<file path="src/design/wake_pkg.sv">
`default_nettype none
package wake_pkg;
  localparam logic [11:0] status_offset = 12'hf0a;
  localparam logic [11:0] select_offset = 12'hf0e;
  localparam logic [11:0] port2_select_offset = 12'hf0b;
  localparam logic [11:0] irq_status_offset = 12'hf20;
  localparam logic [11:0] irq_mask_offset = 12'hf21;
  localparam int irq_en_bit = 4;
  localparam int p3_status_lo = 2;
  localparam int p2_status_lo = 0;
  localparam logic [1:0] ref_none = 2'h0;
  localparam logic [1:0] ref_read = 2'h1;
  localparam logic [1:0] ref_write = 2'h2;
  localparam logic [3:0] select_reset = 4'h0;
  localparam logic [4:0] status_reset = 5'h00;
  localparam logic [1:0] event_p3 = 2'h1;
  localparam logic [1:0] event_p2 = 2'h2;

  typedef struct packed {
    logic [11:0] addr;
    logic [7:0] wdata;
    logic wr;
    logic rd;
  } bus_req_t;

  typedef struct packed {
    logic [3:0] data;
    logic rd;
    logic wr;
  } port_access_t;

  typedef enum logic [2:0] {
    src_none = 3'h1,
    src_read = 3'h2,
    src_write = 3'h4
  } ref_state_t;
endpackage
`default_nettype wire

</file>
<file path="src/design/port_compare_wake_logic.sv">
// Summary of operation
// - port3 select bits 3:0 enable pins 0..3 as wake sources
// - with no reference latched, a selected pin at zero wakes
// - once selected, each port data read or write latches the reference
// - with reference latched, a selected pin differing from it wakes
// - status bits 3:2 show port3 reference: 00 none, 01 read, 10 write
// - software writing 00 to the field restores zero-level triggering, unless a port data access in the same cycle latches a new reference
// - irq enable bit 4 forwards wake events to group-1 interrupt
// - select and status keep contents across a stop-mode recovery
//
// Our own choice: the strobed register port.
`default_nettype none
module port_compare_wake_logic (
  input wire logic clk,
  input wire logic sys_rst,
  input wire logic [11:0] addr,
  input wire logic [7:0] wdata,
  input wire logic wr,
  input wire logic rd,
  output logic [7:0] rdata,
  input wire logic [3:0] port3_pins,
  input wire logic [3:0] port2_pins,
  input wire wake_pkg::port_access_t port3_data_register,
  input wire wake_pkg::port_access_t port2_data_register,
  input wire logic port3_mode_bit1,
  output logic stop_wake_event,
  output logic interrupt_request_group1,
  output logic irq
);
  import wake_pkg::*;
  bus_req_t req;
  logic [3:0] port3_wake_source_select;
  logic [3:0] next_p3_select;
  logic [3:0] port2_wake_source_select;
  logic [3:0] next_p2_select;
  logic irq_enable;
  logic next_irq_enable;
  logic [1:0] irq_mask;
  logic [1:0] next_irq_mask;
  logic [7:0] next_rdata;
  logic next_wake_event;
  logic next_group1;
  logic [1:0] p3_source;
  logic [1:0] p2_source;
  logic p3_wake;
  logic p2_wake;
  logic p3_clear;
  logic p2_clear;
  logic [1:0] irq_status;
  logic irq_level;

  assign req = '{addr: addr, wdata: wdata, wr: wr, rd: rd};

  function automatic logic hit(input bus_req_t r, input logic [11:0] off);
    hit = (r.addr == off);
  endfunction

  assign p3_clear = req.wr && hit(req, status_offset) &&
    (req.wdata[3:2] == ref_none);
  assign p2_clear = req.wr && hit(req, status_offset) &&
    (req.wdata[1:0] == ref_none);

  pin_compare p3_cmp (
    .clk(clk),
    .sys_rst(sys_rst),
    .pins(port3_pins),
    .select(port3_wake_source_select),
    .access(port3_data_register),
    .status_clear(p3_clear),
    .source(p3_source),
    .wake(p3_wake)
  );

  pin_compare p2_cmp (
    .clk(clk),
    .sys_rst(sys_rst),
    .pins(port2_pins),
    .select(port2_wake_source_select),
    .access(port2_data_register),
    .status_clear(p2_clear),
    .source(p2_source),
    .wake(p2_wake)
  );

  wake_irq irq_block (
    .clk(clk),
    .sys_rst(sys_rst),
    .events({p2_wake, p3_wake}),
    .clear_wr(req.wr && hit(req, irq_status_offset)),
    .clear_bits(req.wdata[1:0]),
    .mask(irq_mask),
    .status(irq_status),
    .irq(irq_level)
  );

  always_comb begin
    next_p3_select = port3_wake_source_select;
    next_p2_select = port2_wake_source_select;
    next_irq_enable = irq_enable;
    next_irq_mask = irq_mask;
    next_rdata = 8'h00;
    if (req.wr) begin
      if (hit(req, select_offset)) begin
        next_p3_select = req.wdata[3:0];
      end
      if (hit(req, port2_select_offset)) begin
        next_p2_select = req.wdata[3:0];
      end
      if (hit(req, status_offset)) begin
        next_irq_enable = req.wdata[irq_en_bit];
      end
      if (hit(req, irq_mask_offset)) begin
        next_irq_mask = req.wdata[1:0];
      end
    end
    if (req.rd) begin
      case (req.addr)
        status_offset: next_rdata = {3'h0, irq_enable,
          p3_source, p2_source};
        irq_status_offset: next_rdata = {6'h00, irq_status};
        irq_mask_offset: next_rdata = {6'h00, irq_mask};
        default: next_rdata = 8'h00;
      endcase
    end
    next_wake_event = p3_wake | p2_wake;
    next_group1 = next_wake_event && (irq_enable || port3_mode_bit1);
  end

  // only sys_rst clears; stop recovery is no reset here
  always_ff @(posedge clk) begin
    if (sys_rst) begin
      port3_wake_source_select <= select_reset;
      port2_wake_source_select <= select_reset;
      irq_enable <= 1'b0;
      irq_mask <= 2'h0;
      rdata <= 8'h00;
      stop_wake_event <= 1'b0;
      interrupt_request_group1 <= 1'b0;
      irq <= 1'b0;
    end else begin
      port3_wake_source_select <= next_p3_select;
      port2_wake_source_select <= next_p2_select;
      irq_enable <= next_irq_enable;
      irq_mask <= next_irq_mask;
      rdata <= next_rdata;
      stop_wake_event <= next_wake_event;
      interrupt_request_group1 <= next_group1;
      irq <= irq_level;
    end
  end
endmodule // port_compare_wake_logic
`default_nettype wire

</file>
<file path="src/design/pin_compare.sv">
`default_nettype none
module pin_compare (
  input wire logic clk,
  input wire logic sys_rst,
  input wire logic [3:0] pins,
  input wire logic [3:0] select,
  input wire wake_pkg::port_access_t access,
  input wire logic status_clear,
  output logic [1:0] source,
  output logic wake
);
  import wake_pkg::*;
  ref_state_t state;
  ref_state_t next_state;
  logic [3:0] ref_bits;
  logic [3:0] next_ref_bits;
  logic next_wake;

  always_comb begin
    next_state = state;
    next_ref_bits = ref_bits;
    if (status_clear) begin
      next_state = src_none;
    end
    if (|select && access.rd) begin
      next_state = src_read;
      next_ref_bits = access.data;
    end else if (|select && access.wr) begin
      next_state = src_write;
      next_ref_bits = access.data;
    end
    if (state == src_none) begin
      next_wake = |(select & ~pins);
    end else begin
      next_wake = |(select & (pins ^ ref_bits));
    end
  end

  always_ff @(posedge clk) begin
    if (sys_rst) begin
      state <= src_none;
      ref_bits <= 4'h0;
      wake <= 1'b0;
    end else begin
      state <= next_state;
      ref_bits <= next_ref_bits;
      wake <= next_wake;
    end
  end

  always_comb begin
    case (state)
      src_read: source = ref_read;
      src_write: source = ref_write;
      default: source = ref_none;
    endcase
  end
endmodule // pin_compare
`default_nettype wire

</file>
<file path="src/design/wake_irq.sv">
`default_nettype none
module wake_irq (
  input wire logic clk,
  input wire logic sys_rst,
  input wire logic [1:0] events,
  input wire logic clear_wr,
  input wire logic [1:0] clear_bits,
  input wire logic [1:0] mask,
  output logic [1:0] status,
  output logic irq
);
  import wake_pkg::*;
  logic [1:0] next_status;
  logic next_irq;

  always_comb begin
    next_status = status;
    if (clear_wr) begin
      next_status = status & ~clear_bits;
    end
    next_status = next_status | events;
    next_irq = |(next_status & mask);
  end

  always_ff @(posedge clk) begin
    if (sys_rst) begin
      status <= 2'h0;
      irq <= 1'b0;
    end else begin
      status <= next_status;
      irq <= next_irq;
    end
  end
endmodule // wake_irq
`default_nettype wire

</file>
<file path="config.mk">
export PLATFORM = sky130hd
export DESIGN_NAME = port_compare_wake_logic
export DESIGN_NICKNAME = d
export VERILOG_FILES = /design/src/design/wake_pkg.sv /design/src/design/port_compare_wake_logic.sv /design/src/design/pin_compare.sv /design/src/design/wake_irq.sv
export SDC_FILE = /design/constraint.sdc
export NUM_CORES = 1
export LEC_CHECK = 0
export BUFFER_PORTS_ARGS = -buffer_cell sky130_fd_sc_hd__buf_2
export CELL_PAD_IN_SITES_DETAIL_PLACEMENT = 1
export CELL_PAD_IN_SITES_GLOBAL_PLACEMENT = 2
export CORE_ASPECT_RATIO = 1.5
export CORE_UTILIZATION = 27
export CTS_CLUSTER_DIAMETER = 100
export DETAILED_ROUTE_END_ITERATION = 10
export GPL_TIMING_DRIVEN = 1
export PLACE_DENSITY = 0.82
export SLEW_MARGIN = 30
export SYNTH_ARGS = -nofsm -noshare
export SYNTH_HDL_FRONTEND = slang
export SYNTH_SLANG_ARGS = --single-unit
</file>
<file path="constraint.sdc">
create_clock -name clk -period 1.5 [get_ports clk]
set_clock_uncertainty 0.05 [all_clocks]
set_input_delay 0.075 -clock clk [delete_from_list [all_inputs] [get_ports clk]]
set_output_delay 0.075 -clock clk [all_outputs]
set_load 0.005 [all_outputs]
</file>
Word-level counts from Yosys, hierarchy flattened
Index checks and enable logic that the tools add are counted.
Word-level totals
  bits of input ports: 45
  output and inout port bits: 11
  flip-flop bits (word level): 41
  word-level logic and storage cells: 91
Cells by class
  reductions and logical operators: 32
  bitwise gates (word level): 14
  multiplexer cells: 16
  equal/unequal tests: 11
Operator list (count)
  $eq 12x12->1 const B: 5
  $reduce_or 4->1: 6
  $and 4x4->4: 4
  $mux 4: 4
  $pmux 5 s3: 1
  $mux 3: 4
  $logic_and 1x1->1: 9
  $not 4->4: 2
  $pmux 2 s2: 2
  $reduce_and 2->1: 4
  $reduce_bool 2->1: 4
  $reduce_or 2->1: 4
  $xor 4x4->4: 2
  $eq 3x1->1 const B: 2
  $eq 3x2->1 const B: 2
  $eq 3x3->1 const B: 2
  $mux 2: 3
  $reduce_bool 3->1: 2
  $and 2x2->2: 2
  $logic_not 2->1: 2
  $mux 1: 2
  $not 2->2: 1
  $or 2x2->2: 1
  $logic_or 1x1->1: 1
  2 further kinds: 2

Depth between registers and ports, before layout
  depth after elaboration: 6
  mapped depth: 6
  depth with buffers taken out: 4

Modules after synthesis
From an unflattened synthesis, not the netlist that was laid out.
Unflattened totals
  cell total of the unflattened synthesis: 194
  area total of the unflattened synthesis: 1819.2 um2
Modules (own cells, without submodules)
  port_compare_wake_logic: cells each 86, times used 1, area each 862.1 um2, sequential area each 380.4 um2
  pin_compare: cells each 49, times used 2, area each 421.7 um2, sequential area each 160.2 um2
  wake_irq: cells each 10, times used 1, area each 113.9 um2, sequential area each 60.1 um2

Worst setup path after synthesis
No wires, ideal clock.
  path type: input-to-reg
  from: input addr[4]
  to: register port3_wake_source_select[2]
  path slack: -0.096 ns
  data arrival time: 1.418 ns
  setup time: 0.128 ns
  buffers on the path: 2
  required time: 1.322 ns
  stages: 6
  path through: or3_1 buf_6 or4_4 buf_6 mux2i_1 nor2_1
On the way
  cells in the longest elaborated chain, start to end: 2
Ends and longest elaborated chain
  start, declared: line port_compare_wake_logic.sv:16  | input wire logic [11:0] addr,
  $eq 12x12->1: line port_compare_wake_logic.sv:55  | hit = (r.addr == off);
  $reduce_and 2->1 (no source line)
  end signal, assigned: line port_compare_wake_logic.sv:132  | port3_wake_source_select <= select_reset;
  end signal, assigned: line port_compare_wake_logic.sv:141  | port3_wake_source_select <= next_p3_select;
  end, declared: line port_compare_wake_logic.sv:32  | logic [3:0] port3_wake_source_select;
No other way between the ends.
A chain may end at the register's enable or synchronous reset.

Final worst setup path
  from: register port2_wake_source_select[0]
  to: register p2_cmp.state[2]
On the way
  cells in the longest elaborated chain, start to end: 3
  elaborated cells between the ends (all ways): 6
  classes of those cells: 1 x mux; 5 x reduce/logical
Ends and longest elaborated chain
  start, declared: line port_compare_wake_logic.sv:34  | logic [3:0] port2_wake_source_select;
  start signal, assigned: line port_compare_wake_logic.sv:133  | port2_wake_source_select <= select_reset;
  start signal, assigned: line port_compare_wake_logic.sv:142  | port2_wake_source_select <= next_p2_select;
  $reduce_or 4->1 *: line pin_compare.sv:25, pin_compare.sv:28
  $logic_and 1x1->1 (on tied branches): line pin_compare.sv:28, pin_compare.sv:25
  $mux 3 (tied with other cells): line pin_compare.sv:28  | end else if (|select && access.wr) begin
  end signal, assigned: line pin_compare.sv:41  | state <= src_none;
  end signal, assigned: line pin_compare.sv:45  | state <= next_state;
  end, declared: line pin_compare.sv:13  | ref_state_t state;
Mark *: on every way between the ends. The rest lies on a longest branch, timed or not.

==> metrics.yaml <==
yosys_warnings: 0
p_sw_w: 0.000441
dr.pass1.iters: 4
area_growth_pct: 37.7
p_int_w: 0.00159
yosys_most_used_dff: "dfxtp_1"
power.density_nw_per_um2: 802
status: "finished clean"
comb_power_share_pct: 8.3
p_sw_share_pct: 21.8
antenna_found_initial: 0
fmax_mhz: 695
drv_slew: 0
syn_area_um2: 1840
viasPerCell: 4.84
drt_iter0_drc: 40
yosys-top-cells-count: "dfxtp_1 (38), nor2_1 (21), mux2i_1 (18)"
pwr-share-clk_pct: 42.0
synth_top_area_share_pct: 41.4
die_area_um2: 7140
power_frac_seq_pct: 49.7
path_clk_slew_ns: 0.08
cts_buffers: 5
grt_usage_pct: 13.9
route.detailed.drc: 0
start_kind: "register"
hp-start: "wdata[0]"
min_period_over_period_pct: 95.9
num_rows: 36
hold_viol: 0
core_um2: 6530
max-cap-violations: 0
hpwl_um: 3540
die_h_um: 103
nets: 320
yosysSeqAreaShare_pct: 41.4
yosys.area.top_type: "dfxtp_1"
fillers: 779
setup_tns_ns: 0
timing.critical_path.arrival_ns: 1.61
fin_cells: 352
drive_above_1_share_pct: 33.3
synth_area_per_cell_um2: 9.37
holdCritPathClass: "input pin to register"
worstPathRequired_ns: 1.67
finalSetupViolCount: 0
grt_pass1_vias: 1785
htree_levels: 2
cts_buffer_depth: 2
synth_cell_types: 43
grt_max_degree: 42
crit_path_max_fanout: 3
cp-startpoint: "port2_wake_source_select[0]"
grt_first_pass_wirelength_um: 7710
io_pins: 56
vias: 1703
synth_edf_count: 0
cts_root_buffer: "clkbuf_8"
gr-total-overflow: 0
irDropWorstVdd_mv: 0.266
drt-wirelength-per-cell_um: 13.0
end_kind: "register"
p_leak_nw: 1.06
diodes: 0
synth_cells: 196
cts_sinks: 38
ff2ff_setup_slack_ns: 0.06
start_util_pct: 28.1
ff2ff_path_depth: 5
path_class: "register to register"
synth_seq_cells: 38
fin_crit_ns: 1.44
die_w_um: 69.3
synth.most_common_cell: "dfxtp_1"
clock_latency_ns: 0.29
ant_nets: 0
tritoncts: "done"
hold_path_depth: 2
gp_congestion: 0.801
wirelength_um: 4560
r2r_start: "port2_wake_source_select[0]"
dp_cells: 333
postSynth.asyncResetShare_pct: 0
synthTopCellsByArea: "dfxtp_1 (41%), mux2i_1 (9.8%), nand2b_1 (4.8%)"
place.port_buffers: 49
layer usage:
layer  track usage, %  up-vias  wire length [µm]
li1                 -      852                 -
met1             13.9      795              1800
met2             25.8       44              2410
met3             2.93       12               187
met4             9.42        0               160
met5                0        -                 0
timing repair:
item	CTS	global route
gates resized for setup	2	7
setup buffers	0	0
endpoints found under the hold margin	11	0
hold buffers	11	0
setup endpoints to repair	8	13
registers in the layout (all words and copies together) (netlist names), 2 cells and up:
register	count
p3_cmp.state	3
irq_mask	2
p2_cmp.state	3
p3_cmp.ref_bits	4
port2_wake_source_select	4
port3_wake_source_select	4
irq_block.status	2
rdata	5
p2_cmp.ref_bits	4
cells in the final DEF (no fill, tap or decap), drive strengths merged, types with 5 or more instances in the layout:
master,count
mux2i,18
dlygate4sd3,11
nand2,7
nor2,21
dfxtp,38
clkbuf,5
nand3b,6
buf,69
o22ai,7
a21oi,5
xor2,8
inv,12
nand2b,14
power by group through the flow:
| stage | clock [W] | combinational [W] | sequential, W |
|---|---|---|---|
| final | 0.000851 | 0.000167 | 0.00101 |
| after global routing | 0.000911 | 0.000186 | 0.00101 |
| after CTS | 0.000879 | 0.000167 | 0.00101 |
| after detailed placement | 0 | 0.000145 | 0.00103 |
| after global placement | 0 | 0.000143 | 0.00103 |
| after floorplan | 0 | 0.0000580 | 0.00103 |
cell families after synthesis:
group                     after synthesis  share of synthesized area (%)
buffers and inverters                  22                           5.93
xor gates and xnor gates                8                           3.81
DFF                                    38                           41.4
AOI/OAI and AO/OA                      31                           12.3
and+or+nand+nor                        76                           25.3
muxes                                  20                           11.0
other                                   1                          0.204
worst paths after layout:
kind | to
setup / recovery | p2_cmp.state[2]
setup reg to reg | p2_cmp.state[2]
hold / removal | irq_block.status[0]
hold reg to reg | irq
per-stage QoR:
step | total power (W) | hold slack [ns] | setup slack, ns | area [µm²] | util, %
after floorplan | 0.00109 | 0.134 | -0.0900 | 1840 | -
after global placement | 0.00117 | 0.227 | -0.183 | 2270 | 34.8
after detailed placement | 0.00118 | 0.233 | -0.252 | 2270 | 34.8
after CTS | 0.00205 | 0.00808 | 0.000992 | 2490 | 38.2
after global routing | 0.00210 | 0.0134 | -0.00104 | 2530 | 38.7
final | 0.00203 | 0.0152 | 0.0611 | 2530 | 38.7
critical path, cell delays in order (launching register included):
cell and delay (ns):
dfxtp_1 0.32, or4_4 0.55, buf_4 0.16, nand2_2 0.07, nand2b_1 0.07, o22ai_1 0.15
area by class of cell:
type                            instances  area, µm²  area share [%]
Clock buffer                            5       68.8            2.72
Clock inverter                          3       40.0            1.58
Timing Repair Buffer                   80        505            20.0
Tap cell                               76       95.1            3.76
Multi-Input combinational cell        138       1010            40.1
Sequential cell                        38        761            30.1
Inverter                               12       45.0            1.78
No activity file was read; power rests on OpenSTA's default activity.
